===== src/core/aid_defines.svh =====
/*
 Constants for the accessory impedance detect controller: register indices,
 field positions, reset values and timing figures.
 Assumes a 200 MHz bus clock and a 32 kHz measurement time base.
*/
`ifndef AID_DEFINES_SVH
`define AID_DEFINES_SVH

// ---------------------------------------------------------------
// Register indices (byte address is four times the index)
// ---------------------------------------------------------------
`define AID_IDX_MODE        10'h293
`define AID_IDX_TIMING      10'h2A3
`define AID_IDX_LVL_EN      10'h2A4
`define AID_IDX_LVL_RES     10'h2A5
`define AID_IDX_ADC_RES     10'h2AB
`define AID_IDX_CLAMP       10'h2C6

// ---------------------------------------------------------------
// Field positions
// ---------------------------------------------------------------
`define AID_F_PIN_SEL       13
`define AID_F_MODE_LO       0
`define AID_F_SETTLE_LO     12
`define AID_F_RATE_LO       8
`define AID_F_REF_LO        4
`define AID_F_DB_SEL        1
`define AID_F_ENA           0
`define AID_F_LVL_LO        2
`define AID_F_VALID         1
`define AID_F_PRESENT       0
`define AID_F_DELTA_LO      8
`define AID_F_OVD           4

// ---------------------------------------------------------------
// Codes and reset values
// ---------------------------------------------------------------
`define AID_MODE_DISCRETE   3'h0
`define AID_MODE_HP_LEFT    3'h1
`define AID_MODE_HP_RIGHT   3'h2
`define AID_MODE_HP_SENSE   3'h4
`define AID_MODE_ADC        3'h7
`define AID_RST_MODE        3'h0
`define AID_RST_PIN_SEL     1'h0
`define AID_RST_SETTLE      4'h1
`define AID_RST_RATE        4'h1
`define AID_RST_REF         3'h0
`define AID_RST_DB_SEL      1'h1
`define AID_RST_ENA         1'h0
`define AID_RST_LVL_EN      8'h9F
`define AID_RST_OVD         1'h1
`define AID_RST_CLAMP_COND  4'h0
`define AID_CODE_CAP        4'hC
`define AID_RESP_OKAY       2'h0
`define AID_RESP_SLVERR     2'h2

// ---------------------------------------------------------------
// Timing
// ---------------------------------------------------------------
`define AID_CLK_HZ          200000000
`define AID_TICK_HZ         32000
`define AID_DELAY_BASE_MS   0.25
`define AID_DELAY_BASE_TICKS (`AID_DELAY_BASE_MS * `AID_TICK_HZ / 1000.0)
`define AID_TICK_DIV        (`AID_CLK_HZ / `AID_TICK_HZ)

`endif


===== src/core/aid_pkg.sv =====
/*
 Types for the accessory impedance detect controller.
 Assumes aid_defines.svh supplies all numeric constants except the state codes.
*/
package aid_pkg;

	typedef enum logic [2:0] {
		AID_IDLE   = 3'b000,
		AID_SETTLE = 3'b001,
		AID_MEAS   = 3'b010,
		AID_GAP    = 3'b011
	} aid_state_t;

	// From the analog measurement front end
	typedef struct packed {
		logic       done;
		logic [8:0] level;
		logic [6:0] adc;
	} aid_ana_in_t;

	// To the analog measurement front end
	typedef struct packed {
		logic       start;
		logic       bias_req;
		logic [2:0] ref_sel;
		logic [2:0] mode;
		logic       pin_b;
	} aid_ana_out_t;

	typedef struct packed {
		logic        pin_sel;
		logic [2:0]  mode;
		logic [3:0]  settle_code;
		logic [3:0]  rate_code;
		logic [2:0]  ref_sel;
		logic        db_sel;
		logic        ena;
		logic [7:0]  lvl_mask;
		logic        clamp_ovd;
		logic [3:0]  clamp_cond;
		logic [8:0]  level;
		logic        valid;
		logic        present;
		logic [6:0]  adc;
		logic [7:0]  adc_delta;
		logic        adc_seen;
		logic [8:0]  cand;
		logic [2:0]  db_cnt;
		aid_state_t  state;
		logic [12:0] pre;
		logic        tick;
		logic [14:0] dcnt;
		logic        start;
		logic        bias_req;
		logic        clamp_auto;
		logic        clamp_active;
		logic        evt_ins;
		logic        evt_rem;
		logic        evt_chg;
		logic [16:0] sync1;
		logic [16:0] sync2;
		logic        done_prev;
		logic        aw_have;
		logic [11:0] aw_addr;
		logic        w_have;
		logic [31:0] wdata;
		logic [3:0]  wstrb;
		logic        awready;
		logic        wready;
		logic        bvalid;
		logic [1:0]  bresp;
		logic        arready;
		logic        rvalid;
		logic [31:0] rdata;
		logic [1:0]  rresp;
	} aid_st_t;

endpackage


===== src/core/aid_detect_ctrl.sv =====
/*
 Accessory and microphone impedance detect controller: AXI4-Lite register
 file, measurement scheduler on a 32 kHz tick, bias auto-enable, debounce,
 level folding, ADC result capture, events and clamp control.
 Assumes an analog front end that holds level/adc stable while done is high
 and drops done after start falls; bias_on_i comes from logic on aclk.
*/
//
// Notes on behaviour
// mode codes pick discrete, headphone, ADC detect
// pin select bit routes sense and feedback
// detection runs only enabled in mode 000/111
// repeat measurements with coded gap delay
// switch bias on per measurement if off
// wait coded start-up delay after bias on
// reference select: rail or bias one-three
// accept level after 2 or 4 matches
// valid stays set while detection enabled
// level and presence update while valid held
// one-hot nine-bit level field at 10:2
// level enable mask per impedance level
// software writes zero to mask bits 6,5
// disabled level reports next lower enabled
// ADC mode gives seven-bit result
// software clears enable before reading ADC
// hold latest ADC value and its delta
// ADC delta 15:8, value 6:0
// valid bit 1, presence bit 0
// events on insertion, removal, impedance change
// software runs one detection at once
// software keeps clock and bias supply up
// removal raises event and asserts clamp
// software clears override before enabling detect
// software sets override after removal cleanup
// override forces clamp, set after reset
// scheduler counts 32 kHz ticks, idles disabled
`timescale 1ns/1ps
`include "aid_defines.svh"

module aid_detect_ctrl
	import aid_pkg::*;
#(
	parameter int TICK_DIV = `AID_TICK_DIV
) (
	input  wire logic         aclk,
	input  wire logic         aresetn,
	input  wire logic [11:0]  s_axi_awaddr,
	input  wire logic [2:0]   s_axi_awprot,
	input  wire logic         s_axi_awvalid,
	output logic              s_axi_awready,
	input  wire logic [31:0]  s_axi_wdata,
	input  wire logic [3:0]   s_axi_wstrb,
	input  wire logic         s_axi_wvalid,
	output logic              s_axi_wready,
	output logic [1:0]        s_axi_bresp,
	output logic              s_axi_bvalid,
	input  wire logic         s_axi_bready,
	input  wire logic [11:0]  s_axi_araddr,
	input  wire logic [2:0]   s_axi_arprot,
	input  wire logic         s_axi_arvalid,
	output logic              s_axi_arready,
	output logic [31:0]       s_axi_rdata,
	output logic [1:0]        s_axi_rresp,
	output logic              s_axi_rvalid,
	input  wire logic         s_axi_rready,
	input  wire aid_ana_in_t  ana_i,
	input  wire logic [2:0]   bias_on_i,
	output aid_ana_out_t      ana_o,
	output logic              fb_pin_b,
	output logic              clamp_active,
	output logic [3:0]        clamp_condition_select,
	output logic              evt_insert,
	output logic              evt_remove,
	output logic              evt_change
);

	localparam int          BASE_TICKS = int'(`AID_DELAY_BASE_TICKS);
	localparam logic [12:0] PRE_LAST   = 13'(TICK_DIV - 1);

	aid_st_t q;
	aid_st_t d;

	// ---------------------------------------------------------------
	// Helpers
	// ---------------------------------------------------------------
	// shared delay code to tick count
	function automatic logic [14:0] aid_ticks(input logic [3:0] c);
		logic [14:0] t;
		t = 15'h0000;
		if (c >= `AID_CODE_CAP) begin
			t = 15'(BASE_TICKS << 11);
		end else if (c != 4'h0) begin
			t = 15'(BASE_TICKS << (c - 4'h1));
		end
		return t;
	endfunction

	// fold to next lower enabled level
	function automatic logic [8:0] aid_fold(input logic [8:0] raw, input logic [7:0] m);
		logic [8:0] en;
		logic [8:0] r;
		logic       hit;
		en  = {m[7], 2'b00, m[4:0], 1'b1};
		r   = 9'h000;
		hit = 1'b0;
		for (int i = 8; i >= 0; i--) begin
			if (raw[i]) begin
				hit = 1'b1;
			end
			if (hit && en[i] && (r == 9'h000)) begin
				r[i] = 1'b1;
			end
		end
		return r;
	endfunction

	function automatic logic [31:0] aid_rd(input aid_st_t s, input logic [9:0] idx);
		logic [31:0] v;
		v = 32'h0000_0000;
		case (idx)
			`AID_IDX_MODE: begin
				v[`AID_F_PIN_SEL] = s.pin_sel;
				v[`AID_F_MODE_LO +: 3] = s.mode;
			end
			`AID_IDX_TIMING: begin
				v[`AID_F_SETTLE_LO +: 4] = s.settle_code;
				v[`AID_F_RATE_LO +: 4]   = s.rate_code;
				v[`AID_F_REF_LO +: 3]    = s.ref_sel;
				v[`AID_F_DB_SEL]         = s.db_sel;
				v[`AID_F_ENA]            = s.ena;
			end
			`AID_IDX_LVL_EN: begin
				v[7:0] = s.lvl_mask;
			end
			// valid and presence bits
			`AID_IDX_LVL_RES: begin
				v[`AID_F_LVL_LO +: 9] = s.level;
				v[`AID_F_VALID]       = s.valid;
				v[`AID_F_PRESENT]     = s.present;
			end
			// ADC delta and value layout
			`AID_IDX_ADC_RES: begin
				v[`AID_F_DELTA_LO +: 8] = s.adc_delta;
				v[6:0]                  = s.adc;
			end
			`AID_IDX_CLAMP: begin
				v[`AID_F_OVD] = s.clamp_ovd;
				v[3:0]        = s.clamp_cond;
			end
			default: begin
				v = 32'h0000_0000;
			end
		endcase
		return v;
	endfunction

	function automatic logic aid_mapped(input logic [11:0] a);
		logic [9:0] i;
		i = a[11:2];
		return (a[1:0] == 2'b00) && ((i == `AID_IDX_MODE) || (i == `AID_IDX_TIMING) ||
			(i == `AID_IDX_LVL_EN) || (i == `AID_IDX_LVL_RES) ||
			(i == `AID_IDX_ADC_RES) || (i == `AID_IDX_CLAMP));
	endfunction

	logic        run;
	logic        need_bias;
	logic        done_rise;
	logic [8:0]  folded;
	logic [2:0]  db_next;
	logic        accept;
	logic [14:0] rate_ticks;
	logic [14:0] settle_ticks;

	// run only when enabled in a mic mode
	assign run = q.ena && ((q.mode == `AID_MODE_DISCRETE) || (q.mode == `AID_MODE_ADC));

	// auto bias only for an idle bias output
	always_comb begin
		case (q.ref_sel)
			3'h1:    need_bias = ~bias_on_i[0];
			3'h2:    need_bias = ~bias_on_i[1];
			3'h3:    need_bias = ~bias_on_i[2];
			default: need_bias = 1'b0;
		endcase
	end

	assign done_rise    = q.sync2[16] & ~q.done_prev;
	assign folded       = aid_fold(q.sync2[15:7], q.lvl_mask);
	assign rate_ticks   = aid_ticks(q.rate_code);
	assign settle_ticks = aid_ticks(q.settle_code);
	// count successive identical results
	assign db_next = ((folded == q.cand) && (q.db_cnt != 3'h0)) ?
		((q.db_cnt == 3'h4) ? 3'h4 : q.db_cnt + 3'h1) : 3'h1;
	assign accept  = db_next >= (q.db_sel ? 3'h4 : 3'h2);

	// ---------------------------------------------------------------
	// Next state
	// ---------------------------------------------------------------
	always_comb begin
		d = q;
		d.tick    = 1'b0;
		d.evt_ins = 1'b0;
		d.evt_rem = 1'b0;
		d.evt_chg = 1'b0;
		d.sync1     = {ana_i.done, ana_i.level, ana_i.adc};
		d.sync2     = q.sync1;
		d.done_prev = q.sync2[16];

		// R27 32 kHz tick from the bus clock
		if (q.pre == PRE_LAST) begin
			d.pre  = 13'h0000;
			d.tick = 1'b1;
		end else begin
			d.pre = q.pre + 13'h0001;
		end

		case (q.state)
			AID_IDLE: begin
				if (run && need_bias) begin
					d.state    = AID_SETTLE;
					d.dcnt     = settle_ticks;
					d.bias_req = 1'b1;
				end else if (run) begin
					d.state = AID_MEAS;
					d.start = 1'b1;
				end
			end
			// bias start-up wait
			AID_SETTLE: begin
				if (q.dcnt == 15'h0000) begin
					d.state = AID_MEAS;
					d.start = 1'b1;
				end else if (q.tick) begin
					d.dcnt = q.dcnt - 15'h0001;
				end
			end
			AID_MEAS: begin
				if (done_rise) begin
					d.start    = 1'b0;
					d.bias_req = 1'b0;
					d.state    = AID_GAP;
					// gap after each measurement
					d.dcnt     = rate_ticks;
					if (q.mode == `AID_MODE_DISCRETE) begin
						d.cand   = folded;
						d.db_cnt = db_next;
						if (accept) begin
							// events from accepted results
							if (!q.valid) begin
								d.evt_ins = |folded;
							end else if (q.present != (|folded)) begin
								d.evt_ins = |folded;
								d.evt_rem = ~(|folded);
							end else if (q.level != folded) begin
								d.evt_chg = 1'b1;
							end
							// update level and presence
							d.level   = folded;
							d.present = |folded;
							// valid once settled
							d.valid   = 1'b1;
						end
					end else begin
						// latest value and delta
						d.adc       = q.sync2[6:0];
						d.adc_delta = 8'({1'b0, q.sync2[6:0]} - {1'b0, q.adc});
						d.adc_seen  = 1'b1;
						d.valid     = q.adc_seen;
					end
				end
			end
			AID_GAP: begin
				if (q.dcnt == 15'h0000) begin
					if (need_bias) begin
						d.state    = AID_SETTLE;
						d.dcnt     = settle_ticks;
						d.bias_req = 1'b1;
					end else begin
						d.state = AID_MEAS;
						d.start = 1'b1;
					end
				end else if (q.tick) begin
					d.dcnt = q.dcnt - 15'h0001;
				end
			end
			default: begin
				d.state = AID_IDLE;
			end
		endcase

		// hold idle while disabled
		if (!run) begin
			d.state    = AID_IDLE;
			d.start    = 1'b0;
			d.bias_req = 1'b0;
			d.valid    = 1'b0;
			d.db_cnt   = 3'h0;
			d.adc_seen = 1'b0;
		end

		// ---------------- AXI4-Lite slave ----------------
		if (s_axi_awvalid && q.awready) begin
			d.aw_have = 1'b1;
			d.aw_addr = s_axi_awaddr;
		end
		if (s_axi_wvalid && q.wready) begin
			d.w_have = 1'b1;
			d.wdata  = s_axi_wdata;
			d.wstrb  = s_axi_wstrb;
		end
		if (q.bvalid && s_axi_bready) begin
			d.bvalid = 1'b0;
		end
		if (q.aw_have && q.w_have && !q.bvalid) begin
			d.aw_have = 1'b0;
			d.w_have  = 1'b0;
			d.bvalid  = 1'b1;
			d.bresp   = aid_mapped(q.aw_addr) ? `AID_RESP_OKAY : `AID_RESP_SLVERR;
			if (aid_mapped(q.aw_addr)) begin
				case (q.aw_addr[11:2])
					`AID_IDX_MODE: begin
						// mode and pin select
						if (q.wstrb[0]) d.mode = q.wdata[`AID_F_MODE_LO +: 3];
						if (q.wstrb[1]) d.pin_sel = q.wdata[`AID_F_PIN_SEL];
					end
					`AID_IDX_TIMING: begin
						if (q.wstrb[0]) begin
							d.ref_sel = q.wdata[`AID_F_REF_LO +: 3];
							d.db_sel  = q.wdata[`AID_F_DB_SEL];
							d.ena     = q.wdata[`AID_F_ENA];
						end
						if (q.wstrb[1]) begin
							d.settle_code = q.wdata[`AID_F_SETTLE_LO +: 4];
							d.rate_code   = q.wdata[`AID_F_RATE_LO +: 4];
						end
					end
					// level enable mask
					`AID_IDX_LVL_EN: begin
						if (q.wstrb[0]) d.lvl_mask = q.wdata[7:0];
					end
					`AID_IDX_CLAMP: begin
						if (q.wstrb[0]) begin
							d.clamp_ovd  = q.wdata[`AID_F_OVD];
							d.clamp_cond = q.wdata[3:0];
						end
					end
					default: begin
						d.bresp = `AID_RESP_OKAY;
					end
				endcase
			end
		end
		d.awready = !d.aw_have && !d.bvalid;
		d.wready  = !d.w_have && !d.bvalid;

		if (q.rvalid && s_axi_rready) begin
			d.rvalid = 1'b0;
		end
		if (s_axi_arvalid && q.arready) begin
			d.rvalid = 1'b1;
			d.rdata  = aid_mapped(s_axi_araddr) ? aid_rd(q, s_axi_araddr[11:2]) : 32'h0000_0000;
			d.rresp  = aid_mapped(s_axi_araddr) ? `AID_RESP_OKAY : `AID_RESP_SLVERR;
		end
		d.arready = !d.rvalid;

		// removal sets the clamp, insertion releases it
		if (d.evt_rem) begin
			d.clamp_auto = 1'b1;
		end else if (d.evt_ins) begin
			d.clamp_auto = 1'b0;
		end
		// override forces the clamp
		d.clamp_active = d.clamp_ovd | d.clamp_auto;
	end

	always_ff @(posedge aclk) begin
		if (!aresetn) begin
			q             <= '0;
			q.mode        <= `AID_RST_MODE;
			q.pin_sel     <= `AID_RST_PIN_SEL;
			q.settle_code <= `AID_RST_SETTLE;
			q.rate_code   <= `AID_RST_RATE;
			q.ref_sel     <= `AID_RST_REF;
			q.db_sel      <= `AID_RST_DB_SEL;
			q.ena         <= `AID_RST_ENA;
			q.lvl_mask    <= `AID_RST_LVL_EN;
			// clamp active after reset
			q.clamp_ovd    <= `AID_RST_OVD;
			q.clamp_active <= `AID_RST_OVD;
			q.clamp_cond   <= `AID_RST_CLAMP_COND;
			q.state        <= AID_IDLE;
		end else begin
			q <= d;
		end
	end

	// ---------------------------------------------------------------
	// Outputs
	// ---------------------------------------------------------------
	assign s_axi_awready = q.awready;
	assign s_axi_wready  = q.wready;
	assign s_axi_bvalid  = q.bvalid;
	assign s_axi_bresp   = q.bresp;
	assign s_axi_arready = q.arready;
	assign s_axi_rvalid  = q.rvalid;
	assign s_axi_rdata   = q.rdata;
	assign s_axi_rresp   = q.rresp;
	// routing straight from register bits
	assign ana_o         = '{start: q.start, bias_req: q.bias_req, ref_sel: q.ref_sel,
	                         mode: q.mode, pin_b: q.pin_sel};
	assign fb_pin_b      = q.pin_sel;
	assign clamp_active  = q.clamp_active;
	assign clamp_condition_select = q.clamp_cond;
	assign evt_insert    = q.evt_ins;
	assign evt_remove    = q.evt_rem;
	assign evt_change    = q.evt_chg;
endmodule


===== config.mk =====
export PLATFORM = sky130hd
export DESIGN_NAME = aid_detect_ctrl
export DESIGN_NICKNAME = d
export VERILOG_FILES = /design/src/core/aid_pkg.sv /design/src/core/aid_detect_ctrl.sv
export VERILOG_INCLUDE_DIRS = /design/src /design/src/core
export SDC_FILE = /design/constraint.sdc
export NUM_CORES = 1
export LEC_CHECK = 0
export BUFFER_PORTS_ARGS = -buffer_cell sky130_fd_sc_hd__buf_2
export CORE_MARGIN = 8
export CORE_UTILIZATION = 60
export CTS_BUF_LIST = sky130_fd_sc_hd__clkbuf_4 sky130_fd_sc_hd__clkbuf_8 sky130_fd_sc_hd__clkbuf_16
export DETAILED_ROUTE_END_ITERATION = 8
export GPL_ROUTABILITY_DRIVEN = 0
export PLACE_DENSITY_LB_ADDON = 0.2
export REMOVE_ABC_BUFFERS = 1
export SYNTH_ARGS = -nofsm -noshare
export SYNTH_HDL_FRONTEND = slang
export SYNTH_SLANG_ARGS = --single-unit
export TNS_END_PERCENT = 50

===== constraint.sdc =====
create_clock -name aclk -period 6.65 [get_ports aclk]
set_input_delay 0.9975 -clock aclk [delete_from_list [all_inputs] [get_ports aclk]]
set_output_delay 0.9975 -clock aclk [all_outputs]
set_load 0.02 [all_outputs]

Word level (Yosys, flattened, before mapping)
Cells that the tools add are included.

cells by class
  add/subtract/negate cells = 6
  magnitude comparators = 3
  equality and inequality tests = 35
  shifts and indexed selects = 2
  multiplexer cells = 86
  bitwise gates (word level) = 14
  reductions and logical operators = 76

operators with widths
  cell                                                  number
  two-way mux 15 bit                                    9
  equality test 10 bit (second input constant)          12
  case mux 16 bit (4 select lines)                      1
  two-way mux 37 bit                                    1
  two-way mux 35 bit                                    1
  two-way mux 1 bit                                     33
  two-way mux 3 bit                                     11
  left shift 4 x 4 -> 15 bit (first input constant)     2
  AND reduction 4 bit                                   7
  logical AND 1 bit                                     26
  two-way mux 2 bit                                     10
  two-way mux 5 bit                                     4
  != test 2 bit (second input constant)                 10
  two-way mux 17 bit                                    1
  two-way mux 16 bit                                    1
  logical NOT 15 bit                                    1
  subtractor 15 x 1 -> 15 bit (second input constant)   1
  OR reduction 7 bit                                    2
  adder 13 x 1 -> 13 bit (second input constant)        1
  equality test 13 bit (second input constant)          1
  two-way mux 13 bit                                    1
  equality test 3 x 2 -> 1 bit (second input constant)  4
  inverter 1 bit                                        12
  case mux 2 bit (6 select lines)                       1
  other kinds (36)                                      69

storage, ports and cells
  bits in registers = 230
  bits of input ports = 93
  output and inout bits = 59
  logic and storage cells = 267

Logic depth before layout (Yosys ltp)
Gate-level depths: netlist of run 1.

  word-level depth = 33
  depth in mapped cells = 15
  mapped depth without buffers = 14

Least setup slack after synthesis of run 1
Ideal clock, no wire load.

  path type = reg2reg
  start point = register q[107] (netlist bit)
  end point = register clamp_active (netlist name)
  library setup time = 0.122 ns
  arrival = 3.322 ns
  data required time = 6.528 ns
  path slack = 3.206 ns
  cell stages (with the launch flop) = 15
  buffers on the path = 2
  clock period less this slack = 3.444 ns
  cells stage by stage = dfxtp_1 -> or4_4 -> buf_6 -> buf_6 -> nor2_2 -> o211ai_1 -> o211a_1 -> nor3_1 -> o211a_1 -> ha_1 -> a21o_1 -> nand3_1 -> o21ai_0 -> a31o_2 -> a221o_1

on the way
  longest elaborated chain between the ends = 33
  elaborated cells between the ends (all ways) = 51
  classes of those cells = order compare: 1; eq/ne: 2; mux: 26; bitwise: 3; reduce/logical: 19

RTL lines
  element                          RTL line                text
  start, declared                  aid_detect_ctrl.sv:80   aid_st_t q;
  two-way mux 1 bit (*)            aid_detect_ctrl.sv:107  if (raw[i]) begin
  two-way mux 1 bit (3 in series)  aid_detect_ctrl.sv:107
  logical AND 1 bit (2 in series)  aid_detect_ctrl.sv:110  if (hit && en[i] && (r == 9'h000)) begin
  two-way mux 1 bit                aid_detect_ctrl.sv:110
  logical NOT 2 bit                aid_detect_ctrl.sv:110
  logical AND 1 bit                aid_detect_ctrl.sv:110
  two-way mux 1 bit                aid_detect_ctrl.sv:110
  logical NOT 3 bit                aid_detect_ctrl.sv:110
  [14 not listed]                  n/a
  named net db_next[2]             aid_detect_ctrl.sv:169  logic [2:0] db_next;
  >= comparator 3 bit (*)          aid_detect_ctrl.sv:194  assign accept = db_next >= (q.db_sel ? 3'h4 : 3'h2);
  two-way mux 3 bit (*)            aid_detect_ctrl.sv:247  if (accept) begin
  two-way mux 3 bit (*)            aid_detect_ctrl.sv:244  if (q.mode == `AID_MODE_DISCRETE) begin
  two-way mux 3 bit (*)            aid_detect_ctrl.sv:238  if (done_rise) begin
  two-way mux 3 bit (*)            aid_detect_ctrl.sv:217  case (q.state)
  two-way mux 1 bit                aid_detect_ctrl.sv:369  end else if (d.evt_ins) begin
  two-way mux 1 bit (*)            aid_detect_ctrl.sv:367  if (d.evt_rem) begin
  bitwise OR 1 bit (*)             aid_detect_ctrl.sv:373  d.clamp_active = d.clamp_ovd | d.clamp_auto;

The timed path passes the listed nets; every way through them passes the cells marked *.
A chain may end at the register's enable or synchronous reset.

Worst setup path in the final report of run 1
  start point = register q[107] (netlist bit)
  end point = register q[200] (netlist bit)

on the way
  longest elaborated chain between the ends = 27
  elaborated cells between the ends (all ways) = 39
  classes of those cells = order compare: 1; eq/ne: 1; mux: 17; bitwise: 1; reduce/logical: 19

RTL lines
  element                                   RTL line                text
  two-way mux 1 bit (*)                     aid_detect_ctrl.sv:107
  two-way mux 1 bit (3 in series)           aid_detect_ctrl.sv:107
  logical AND 1 bit (2 in series)           aid_detect_ctrl.sv:110
  two-way mux 1 bit                         aid_detect_ctrl.sv:110
  logical NOT 2 bit                         aid_detect_ctrl.sv:110
  logical AND 1 bit                         aid_detect_ctrl.sv:110
  two-way mux 1 bit                         aid_detect_ctrl.sv:110
  logical NOT 3 bit                         aid_detect_ctrl.sv:110
  [9 not listed]                            n/a
  logical AND 1 bit                         aid_detect_ctrl.sv:110
  two-way mux 1 bit                         aid_detect_ctrl.sv:110
  equality test 7 bit (*)                   aid_detect_ctrl.sv:192  assign db_next = ((folded == q.cand) && (q.db_cnt != 3'h0)) ?
  logical AND 1 bit (*)                     aid_detect_ctrl.sv:192
  two-way mux 3 bit (*)                     aid_detect_ctrl.sv:192
  named net db_next[2]                      aid_detect_ctrl.sv:169
  >= comparator 3 bit (*)                   aid_detect_ctrl.sv:194
  AND reduction 4 bit (no source line) (*)  n/a

Marked as above.

==> key figures, run 1 <==
Run status
  – Status: completed

Clocking
  – Latest clock arrival within the worst-skew pair: 0.44 ns
  – PostCTS Resize Cnt: 0
  – Root buf cell: clkbuf_16
  – Max Buffers Root-to-Sink: 2
  – CTS Hold Bufs: 0
  – Worst-path clk slew: 0.07 ns
  – Sink Count: 193
  – Post-CTS Setup Bufs: 0
  – CTS tree: built
  – CTS HTree Levels: 4
  – CTS Buf Count: 17

Synth
  – Cell Area, Synth: 9080 um^2
  – Synth Flop Type: dfxtp_1
  – Adder-Cell Fraction of Synth Area: 0.0270
  – Mux contribution to synthesized area: 0.0566
  – Sequential share of the synthesized area: 0.425
  – Cell taking the most area after synthesis: dfxtp_1
  – Synth Area in Compound Gates: 0.146
  – EDFF count, synth: 0
  – Yosys reg bits: 193
  – Synth cell types: 78
  – Synth area leaders: dfxtp_1 43%, nand2_1 6.7%, a21oi_1 5.3%
  – Simple-Gate Fraction of Synth Area: 0.238
  – Synth Warn #: 0
  – Post-synthesis xor/xnor area fraction: 0.0270
  – Syn avg cell area: 8.39 um^2
  – Post-synthesis cell count: 1083
  – FFs w/ async S/R, synth: 0
  – Post-synth top area share: 0.425
  – Largest family of logic cells by synthesized area: simple AND/OR/NAND/NOR gates

Worst hold path
  – Hold WC Path Type: reg2reg
  – Hold-critical path depth: 1

Final layout
  – Commonest non-fill, non-tap cell in the layout: dfxtp_1
  – Most frequent cells in the layout: 193 x dfxtp_1, 161 x nand2_1, 109 x buf_2, 100 x nor2_1, 96 x a21oi_1
  – Non-filler cells, final: 1337
  – Filler cell count: 1287
  – Antenna Cells: 0
  – Layout cells sized above 1: 0.157
  – Sequential Area: 3860 um^2
  – Multi-input logic area: 4570 um^2
  – Synth-to-Final Area Change: 10.1%
  – Total Nets Final: 1248
  – Finished Core Util: 0.668

Power and ir drop
  – PwrDens: 237 nW/um^2
  – Lkg Pwr: 4.11 nW
  – Psw: 0.597 mW
  – Tot Pwr: 2.37 mW
  – Cell Int Power: 1.77 mW
  – Combinational Power Share: 0.063
  – Sequential share of power: 0.504
  – Sw Share: 0.252
  – Part of the power in the clock network: 0.433
  – Worst vdd ir: 193 uV

Timing
  – Max-slew headroom: 0.239
  – Hold WS: 0.430 ns
  – RSZ-0062 raised after global routing: no
  – Tmin final: 4.09 ns
  – Worst-Margin Slew: 1.14 ns
  – Max-slew violation count: 0
  – Fmax: 0.244 GHz
  – Setup Skew: 0.00895 ns
  – Final hold violation count: 0
  – Tcrit/Tclk final: 0.616
  – Setup_tns: 0 ns
  – Final setup fails: 0

Detailed routing
  – Average via count per standard cell: 5.63
  – WL met2: 9360 um
  – M1 WL: 10100 um
  – Routed length per instance: 15.9 um
  – Final ANT Viol Nets: 0
  – DRT Wirelength: 21300 um
  – Uppermost layer routed: met4
  – DRT iter0 DRCs: 828
  – Vias post-DR: 7523
  – Met3 wire len: 1430 um
  – Residual DRC: 0
  – Drt first pass iters: 8

Critical path
  – Setup CP Type: reg2reg
  – Arrival time of the worst setup path: 4.46 ns
  – CP Capture Type: flip-flop
  – Worst reg2reg path depth: 10
  – Crit-path slowest cell: o21ai_2
  – CP peak stage delay: 0.68 ns
  – Worst-path cell chain: or4_4 -> a21oi_1 -> o211ai_1 -> o211a_1 -> nor3_1 -> o211a_1 -> ha_1 -> a21o_1 -> o21ai_2 -> mux2i_1
  – CP Max Fanout: 14
  – WP data required: 7.02 ns
  – Top cell by count, worst path: o211a_1
  – Startpoint types: flip-flop

Flow run
  – Max Cap Viol: 0

Floorplan
  – Row count: 45
  – Initial Util: 0.606
  – Die width: 139 um
  – Die ar.: 19300 um^2
  – Die height: 139 um
  – Core area: 15000 um^2
  – IO Pins: 152

GRT
  – Global-route usage over all layers: 0.221
  – Vias in the first global route: 6943
  – Initial antenna violation count: 0
  – First-pass GRT wire length: 35000 um
  – Global route overflow: 0
  – Largest net degree at the start of global routing: 78

Placement
  – HPWL after DPL: 15300 um
  – Post-placement cell count: 1305
  – Port bufs: 109
layout make-up:
| class | instances | share of cell area |
|---|---|---|
| Clock inverter | 15 | 0.0170 |
| Clock buffer | 17 | 0.0425 |
| Tap cell | 188 | 0.0235 |
| Multi-Input combinational cell | 770 | 0.457 |
| Inverter | 39 | 0.0148 |
| Sequential cell | 193 | 0.386 |
| Timing Repair Buffer | 115 | 0.0591 |
cells in the mapped netlist (8+ instances only):
cell type,count
a21oi_1,96
a31oi_1,10
and2_1,40
and3_1,9
buf_4,49
clkbuf_1,43
dfxtp_1,193
ha_1,18
inv_1,39
mux2_2,11
mux2i_1,39
nand2_1,161
nand3_1,28
nand3b_1,8
nor2_1,100
nor2b_1,10
nor3_1,28
nor4_1,9
o21ai_0,31
xnor2_1,12
xor2_1,16
logic make-up (layout without fill, tap and decap cells):
kind of cell | after synthesis | in the layout
buffers and inverters | 137 | 186
AO/OA/AOI/OAI | 211 | 211
AND/OR/NAND/NOR | 444 | 444
XOR/XNOR | 28 | 28
adder cells (fa/ha/maj) | 19 | 19
multiplexers | 50 | 50
other | 1 | 18
flip-flops | 193 | 193
stage by stage:
step / area, um^2 / setup WS (ns)
after floorplan: 8570 / 3.14
after global placement: 9400 / 2.70
after detailed placement: 9400 / 2.64
after CTS: 10000 / 2.62
after global routing: 10000 / 2.31
final: 10000 / 2.56
power groups by stage:
stage,sequential [mW],combinational (mW),clock (mW)
after CTS,1.19,0.150,1.04
after global placement,1.22,0.147,0
after detailed placement,1.22,0.149,0
after global routing,1.20,0.168,1.08
after floorplan,1.22,0.0905,0
final,1.19,0.150,1.02
critical path, delay by kind of cell, from the launching register on:
kind | cells | cell delay [ns]
flip-flops | 1 | 0.34
multiplexers | 1 | 0.27
AO/OA/AOI/OAI | 6 | 2.00
adder cells (fa/ha/maj) | 1 | 0.24
AND/OR/NAND/NOR | 2 | 1.16
state kept, by name (all words and copies together), names as in the netlist, 4 cells and up:
signal                  flops
ana_o                       8
s_axi_rdata                16
d                          18
clamp_condition_select      4
q                         135
layer usage:
layer	track usage	vias up
met2	0.335	229
met3	0.0561	33
met5	0	-
met4	0.0791	0
met1	0.298	3471
li1	-	3790
worst paths after layout:
path | slack [ns] | startpoint | endpoint
worst max register to register | 2.56 | q[107]$_SDFF_PN0_ | q[200]$_SDFFE_PN0P_
worst max-delay path | 2.56 | q[107]$_SDFF_PN0_ | q[200]$_SDFFE_PN0P_
worst min register to register | 0.43 | d[106]$_SDFF_PN0_ | q[106]$_SDFF_PN0_
worst min-delay path | 0.43 | d[106]$_SDFF_PN0_ | q[106]$_SDFF_PN0_
Power figures use the tool's default switching activity.
==> run 2: changes to the inputs <==
--- a/config.mk
+++ b/config.mk
@@ -8,7 +8,7 @@
 export LEC_CHECK = 0
 export BUFFER_PORTS_ARGS = -buffer_cell sky130_fd_sc_hd__buf_2
 export CORE_MARGIN = 8
-export CORE_UTILIZATION = 60
+export CORE_UTILIZATION = 57
 export CTS_BUF_LIST = sky130_fd_sc_hd__clkbuf_4 sky130_fd_sc_hd__clkbuf_8 sky130_fd_sc_hd__clkbuf_16
 export DETAILED_ROUTE_END_ITERATION = 8
 export GPL_ROUTABILITY_DRIVEN = 0
==> constraint.sdc (replaced) <==
create_clock -name aclk -period 3.8 [get_ports aclk]
set_input_delay 0.57 -clock aclk [delete_from_list [all_inputs] [get_ports aclk]]
set_output_delay 0.57 -clock aclk [all_outputs]
set_load 0.02 [all_outputs]
==> run 2 against run 1 <==
Net effect: clock power is 73% higher; first-iteration DRC count is 17% lower; maximum frequency is 16% higher; clock skew hardly changed; critical path depth is 2 higher; die area is 4.6% higher; largest cell class unchanged.
==> key figures, run 2 (same netlist as run 1, synthesis figures left out) <==
Timing
  – Fmax: 0.282 GHz (was 0.244 GHz)
  – Final hold violation count: 0 (unchanged)
  – RSZ-0062 raised after global routing: no (unchanged)
  – Setup_tns: 0 ns (unchanged)
  – Final worst slack: 0.256 ns (was 2.56 ns)
  – Worst-Margin Slew: 1.00 ns (was 1.14 ns)
  – Setup Skew: 0.00929 ns (was 0.00895 ns)
  – Final setup fails: 0 (unchanged)
  – Tmin final: 3.54 ns (was 4.09 ns)
  – Hold WS: 0.342 ns (was 0.430 ns)
  – Max-slew violation count: 0 (unchanged)
  – Tcrit/Tclk final: 0.933 (was 0.616)
  – Max-slew headroom: 0.330 (was 0.239)

Placement
  – HPWL after DPL: 16400 um (was 15300 um)
  – Post-placement cell count: 1346 (was 1305)
  – DP Area: 9550 um^2 (was 9400 um^2)
  – Post-Place Setup Slack: 0.223 ns (was 2.64 ns)
  – Port bufs: 109 (unchanged)

GRT
  – Initial antenna violation count: 0 (unchanged)
  – Largest net degree at the start of global routing: 77 (was 78)
  – Global-route usage over all layers: 0.226 (was 0.221)
  – Vias in the first global route: 7340 (was 6943)
  – Global route overflow: 0 (unchanged)
  – First-pass GRT wire length: 36800 um (was 35000 um)

Critical path
  – CP Max Fanout: 14 (unchanged)
  – WP buf/inv: 0 (unchanged)
  – Top cell by count, worst path: o211a_1 (unchanged)
  – Worst-path cell chain: or4_4 -> o31ai_2 -> o211ai_1 -> o211a_1 -> nor3_2 -> o211a_1 -> ha_1 -> a21o_1 -> nand3_1 -> o21ai_0 -> a31o_2 -> a221o_1 (was or4_4 -> a21oi_1 -> o211ai_1 -> o211a_1 -> nor3_1 -> o211a_1 -> ha_1 -> a21o_1 -> o21ai_2 -> mux2i_1)
  – Cell family with most CP delay: compound AO/OA/AOI/OAI gates (unchanged)
  – CP Capture Type: flip-flop (unchanged)
  – R2r startpoint: q[107]$_SDFF_PN0_ (unchanged)
  – R2R Setup Slk: 0.26 ns (was 2.56 ns)
  – Startpoint types: flip-flop (unchanged)
  – Crit-path slowest cell: or4_4 (was o21ai_2)
  – Worst Setup SP: q[107]$_SDFF_PN0_ (unchanged)
  – Worst reg2reg path depth: 12 (was 10)
  – Setup CP Type: reg2reg (unchanged)
  – Arrival time of the worst setup path: 3.86 ns (was 4.46 ns)
  – CP peak stage delay: 0.67 ns (was 0.68 ns)
  – WP data required: 4.12 ns (was 7.02 ns)
  – FF-to-FF End: clamp_active$_SDFF_PN1_ (was q[200]$_SDFFE_PN0P_)

Power and ir drop
  – Sequential share of power: 0.507 (was 0.504)
  – Part of the power in the clock network: 0.427 (was 0.433)
  – Sw Share: 0.242 (was 0.252)
  – Cell Int Power: 3.13 mW (was 1.77 mW)
  – Tot Pwr: 4.12 mW (was 2.37 mW)
  – Worst vdd ir: 297 uV (was 193 uV)
  – Lkg Pwr: 4.17 nW (was 4.11 nW)
  – Combinational Power Share: 0.066 (was 0.063)
  – Psw: 0.996 mW (was 0.597 mW)
  – PwrDens: 406 nW/um^2 (was 237 nW/um^2)

Detailed routing
  – Final ANT Viol Nets: 0 (unchanged)
  – DRT iter0 DRCs: 687 (was 828)
  – Vias post-DR: 7632 (was 7523)
  – Drt first pass iters: 6 (was 8)
  – Routed length per instance: 16.5 um (was 15.9 um)
  – Residual DRC: 0 (unchanged)
  – Average via count per standard cell: 5.54 (was 5.63)
  – DRT Wirelength: 22700 um (was 21300 um)

Clocking
  – CTS Buf Count: 17 (unchanged)
  – CTS tree: built (unchanged)
  – Latest clock arrival within the worst-skew pair: 0.43 ns (was 0.44 ns)
  – Root buf cell: clkbuf_16 (unchanged)
  – Sink Count: 193 (unchanged)
  – Max Buffers Root-to-Sink: 2 (unchanged)
  – CTS HTree Levels: 4 (unchanged)
  – Worst-path clk slew: 0.07 ns (about the same)

Floorplan
  – Die height: 142 um (was 139 um)
  – Core area: 15700 um^2 (was 15000 um^2)
  – Initial Util: 0.578 (was 0.606)
  – Row count: 46 (was 45)
  – Die ar.: 20200 um^2 (was 19300 um^2)
  – Die width: 142 um (was 139 um)
  – IO Pins: 152 (unchanged)

Final layout
  – Filler cell count: 1428 (was 1287)
  – Register with the most flip-flops: q (unchanged)
  – Antenna Cells: 0 (unchanged)
  – Layout cells sized above 1: 0.169 (was 0.157)
  – Max reg flops: 135 (unchanged)
  – Fin area: 10100 um^2 (was 10000 um^2)
  – Non-filler cells, final: 1378 (was 1337)
  – Finished Core Util: 0.646 (was 0.668)
  – Synth-to-Final Area Change: 11.7% (was 10.1%)
  – Sequential Area: 3860 um^2 (unchanged)
  – Most frequent cells in the layout: 193 x dfxtp_1, 161 x nand2_1, 109 x buf_2, 100 x nor2_1, 95 x a21oi_1 (was 193 x dfxtp_1, 161 x nand2_1, 109 x buf_2, 100 x nor2_1, 96 x a21oi_1)
  – Multi-input logic area: 4580 um^2 (was 4570 um^2)
  – Total Nets Final: 1261 (was 1248)
  – Commonest non-fill, non-tap cell in the layout: dfxtp_1 (unchanged)

Worst hold path
  – Hold-critical path depth: 2 (was 1)
  – Hold Startpoint: ana_i[11] (was d[106]$_SDFF_PN0_)
  – Hold Path Sink: d[103]$_SDFF_PN0_ (was q[106]$_SDFF_PN0_)
  – Hold WC Path Type: in2reg (was reg2reg)

Flow run
  – Max Cap Viol: 0 (unchanged)

Run status
  – Status: completed (unchanged)
## run 2: cell count changes in the layout (fill, tap and decap cells not counted), moves of 2 or more
| cell | change |
|---|---|
| buf_4 | +12 |
| clkinvlp_4 | +2 |
| clkbuf_8 | +2 |
| clkinv_8 | -2 |
| inv_8 | -3 |
## run 2: timing repair
item                       in CTS  in global routing
hold endpoints to repair        0                  0
buffers inserted                0                  0
hold buffers                    0                  0
gates resized for setup         0                  2
setup endpoints to repair       0                  4
## run 2: power by group through the flow
stage	Sequential (mW)	Combinational [mW]	Clock [mW]
global placement	2.14	0.264	0
floorplan	2.13	0.158	0
global route	2.10	0.302	1.86
CTS	2.09	0.271	1.79
finish	2.09	0.272	1.76
detailed placement	2.14	0.268	0
## run 2: layout make-up
| cell class | instances | share of cell area |
|---|---|---|
| Multi-Input combinational cell | 770 | 0.451 |
| Sequential cell | 193 | 0.381 |
| Timing Repair Buffer | 128 | 0.0691 |
| Clock buffer | 20 | 0.0454 |
| Tap cell | 216 | 0.0266 |
| Inverter | 39 | 0.0146 |
| Clock inverter | 12 | 0.0121 |
## run 2: layer usage
metal	routed length, um	up-vias	global-route usage
met3	1490	35	0.0513
met4	384	0	0.0746
met2	10400	238	0.363
met1	10400	3546	0.295
met5	0	-	0
li1	-	3813	-
## run 2: how the worst max path moves through the flow
stage               cells after the start                 endpoint
floorplan                              10    evt_insert$_SDFF_PN0_
global placement                       12  clamp_active$_SDFF_PN1_
detailed placement                     12  clamp_active$_SDFF_PN1_
CTS                                    12  clamp_active$_SDFF_PN1_
global route                           12  clamp_active$_SDFF_PN1_
finish                                 12  clamp_active$_SDFF_PN1_
==> run 3: changes to the inputs <==
--- a/config.mk
+++ b/config.mk
@@ -8,12 +8,13 @@
 export LEC_CHECK = 0
 export BUFFER_PORTS_ARGS = -buffer_cell sky130_fd_sc_hd__buf_2
 export CORE_MARGIN = 8
-export CORE_UTILIZATION = 57
+export CORE_UTILIZATION = 49
 export CTS_BUF_LIST = sky130_fd_sc_hd__clkbuf_4 sky130_fd_sc_hd__clkbuf_8 sky130_fd_sc_hd__clkbuf_16
 export DETAILED_ROUTE_END_ITERATION = 8
 export GPL_ROUTABILITY_DRIVEN = 0
 export PLACE_DENSITY_LB_ADDON = 0.2
 export REMOVE_ABC_BUFFERS = 1
+export SLEW_MARGIN = 20
 export SYNTH_ARGS = -nofsm -noshare
 export SYNTH_HDL_FRONTEND = slang
 export SYNTH_SLANG_ARGS = --single-unit
==> run 3 against run 2 <==
Net effect: wire length about the same; critical path depth unchanged; power rose by 2.3%; clock skew fell by 0.0028 ns; clock-buffer cell count unchanged; via count down 0.79%; largest power group unchanged; global-route usage fell by 3.2 points; flip-flop and latch count unchanged; combinational power is essentially flat; sequential power about the same.
==> key figures, run 3 (same netlist as run 1, synthesis figures left out) <==
Critical path
  – Cell family with most CP delay: simple AND/OR/NAND/NOR gates (was compound AO/OA/AOI/OAI gates)
  – CP peak stage delay: 0.67 ns (about the same)
  – Arrival time of the worst setup path: 3.87 ns (was 3.86 ns)
  – CP Max Fanout: 14 (unchanged)
  – Worst-path cell chain: or4_4 -> o21ai_2 -> o211ai_1 -> o211a_1 -> nor3_2 -> nand3_1 -> ha_1 -> nand3_1 -> nor4_4 -> o21ai_2 -> buf_4 -> a2111oi_2 (was or4_4 -> o31ai_2 -> o211ai_1 -> o211a_1 -> nor3_2 -> o211a_1 -> ha_1 -> a21o_1 -> nand3_1 -> o21ai_0 -> a31o_2 -> a221o_1)
  – WP buf/inv: 1 (was 0)
  – Startpoint types: flip-flop (unchanged)
  – R2R Setup Slk: 0.26 ns (about the same)
  – Setup CP Type: reg2reg (unchanged)
  – WP data required: 4.13 ns (was 4.12 ns)
  – Crit-path slowest cell: or4_4 (unchanged)
  – Worst reg2reg path depth: 12 (unchanged)
  – R2r startpoint: q[107]$_SDFF_PN0_ (unchanged)
  – FF-to-FF End: evt_insert$_SDFF_PN0_ (was clamp_active$_SDFF_PN1_)
  – CP Capture Type: flip-flop (unchanged)

Timing
  – Final hold violation count: 0 (unchanged)
  – Worst-Margin Slew: 0.967 ns (was 1.00 ns)
  – Final setup fails: 0 (unchanged)
  – Fmax: 0.282 GHz (about the same)
  – Max-slew violation count: 0 (unchanged)
  – RSZ-0062 raised after global routing: no (unchanged)
  – Max-slew headroom: 0.353 (was 0.330)
  – Tmin final: 3.54 ns (about the same)
  – Tcrit/Tclk final: 0.932 (was 0.933)
  – Setup_tns: 0 ns (unchanged)
  – Setup Skew: 0.00646 ns (was 0.00929 ns)

Worst hold path
  – Hold Path Sink: d[107]$_SDFF_PN0_ (was d[103]$_SDFF_PN0_)
  – Hold WC Path Type: in2reg (unchanged)
  – Hold Startpoint: ana_i[15] (was ana_i[11])
  – Hold-critical path depth: 2 (unchanged)

Power and ir drop
  – Worst vdd ir: 341 uV (was 297 uV)
  – Lkg Pwr: 4.18 nW (was 4.17 nW)
  – PwrDens: 414 nW/um^2 (was 406 nW/um^2)

GRT
  – Initial antenna violation count: 0 (unchanged)
  – Global-route usage over all layers: 0.195 (was 0.226)
  – Largest net degree at the start of global routing: 77 (unchanged)
  – Vias in the first global route: 7288 (was 7340)
  – First-pass GRT wire length: 37100 um (was 36800 um)
  – Global route overflow: 0 (unchanged)

Placement
  – Post-placement cell count: 1359 (was 1346)
  – Port bufs: 109 (unchanged)
  – HPWL after DPL: 16600 um (was 16400 um)

Clocking
  – Post-CTS Setup Bufs: 0 (unchanged)
  – Root buf cell: clkbuf_16 (unchanged)
  – CTS tree: built (unchanged)
  – CTS Buf Count: 17 (unchanged)
  – Latest clock arrival within the worst-skew pair: 0.43 ns (about the same)
  – Max Buffers Root-to-Sink: 2 (unchanged)
  – CTS HTree Levels: 4 (unchanged)
  – Worst-path clk slew: 0.07 ns (about the same)
  – Sink Count: 193 (unchanged)

Floorplan
  – Die ar.: 23100 um^2 (was 20200 um^2)
  – Die width: 152 um (was 142 um)
  – Core area: 18100 um^2 (was 15700 um^2)
  – Die height: 152 um (was 142 um)
  – Initial Util: 0.502 (was 0.578)
  – IO Pins: 152 (unchanged)
  – Row count: 49 (was 46)

Detailed routing
  – Routed length per instance: 16.3 um (was 16.5 um)
  – Final ANT Viol Nets: 0 (unchanged)
  – Vias post-DR: 7572 (was 7632)
  – Drt first pass iters: 5 (was 6)
  – Residual DRC: 0 (unchanged)
  – DRT iter0 DRCs: 759 (was 687)
  – DRT Wirelength: 22700 um (about the same)
  – Average via count per standard cell: 5.44 (was 5.54)

Flow run
  – Max Cap Viol: 0 (unchanged)

Final layout
  – Layout cells sized above 1: 0.170 (was 0.169)
  – Antenna Cells: 0 (unchanged)
  – Non-filler cells, final: 1391 (was 1378)
  – Filler cell count: 1712 (was 1428)
  – Max reg flops: 135 (unchanged)
  – Most frequent cells in the layout: 193 x dfxtp_1, 161 x nand2_1, 109 x buf_2, 100 x nor2_1, 95 x a21oi_1 (unchanged)
  – Register with the most flip-flops: q (unchanged)
  – Commonest non-fill, non-tap cell in the layout: dfxtp_1 (unchanged)
  – Synth-to-Final Area Change: 12.3% (was 11.7%)
  – Total Nets Final: 1261 (unchanged)

Run status
  – Status: completed (unchanged)
[run 3: changes by cell type in the layout (fill, tap and decap cells not counted), sizes merged]
cell,before,now
bufinv,1,3
clkinv,5,6
inv,43,40
[run 3: final cells by class]
| class | instances | area [um^2] | area share |
|---|---|---|---|
| multi-input cells | 770 | 4590 | 0.451 |
| flip-flops and latches | 193 | 3860 | 0.379 |
| repair buffers | 128 | 688 | 0.0675 |
| clock buffers | 20 | 460 | 0.0452 |
| well taps | 229 | 287 | 0.0281 |
| clock inverters | 12 | 155 | 0.0152 |
| inverters | 39 | 148 | 0.0145 |
[run 3: worst max path at each step]
stage	start	endpoint	depth (start not counted)
2_1_floorplan	q[107]$_SDFF_PN0_	evt_insert$_SDFF_PN0_	10
3_3_place_gp	q[107]$_SDFF_PN0_	clamp_active$_SDFF_PN1_	12
3_5_place_dp	q[107]$_SDFF_PN0_	evt_insert$_SDFF_PN0_	12
4_1_cts	q[107]$_SDFF_PN0_	evt_insert$_SDFF_PN0_	12
5_1_grt	q[107]$_SDFF_PN0_	evt_insert$_SDFF_PN0_	12
6_report	q[107]$_SDFF_PN0_	evt_insert$_SDFF_PN0_	12
[run 3: per-layer routing]
metal	GRT usage	routed length [um]
met2	0.304	10200
met1	0.262	10700
met5	0	0
met4	0.0652	310
met3	0.0437	1480
[run 3: timing repair]
item                                    in CTS  in global routing
endpoints found under the setup margin       0                  3
gates resized for setup                      0                  4
hold buffers                                 0                  0
[run 3: power breakdown]
group          total [mW]  switching [mW]  leakage (nW)  internal, mW
clock                1.86           0.777         0.300          1.08
sequential           2.09          0.0266          1.57          2.06
combinational       0.270           0.169          2.32         0.101
total                4.22           0.973          4.18          3.25
[run 3: metrics by stage]
step                      total power [mW]  cell area, um^2  worst slack (ns)  hold slack, ns   util
final                                 4.22            10200             0.259           0.338  0.564
after global routing                  4.38            10200            0.0377           0.337  0.564
after CTS                             4.25            10200             0.166           0.325  0.563
after detailed placement              2.40             9560             0.196           0.417  0.528
after global placement                2.40             9560             0.251           0.414  0.528
after floorplan                       2.29             8570             0.292           0.412      -
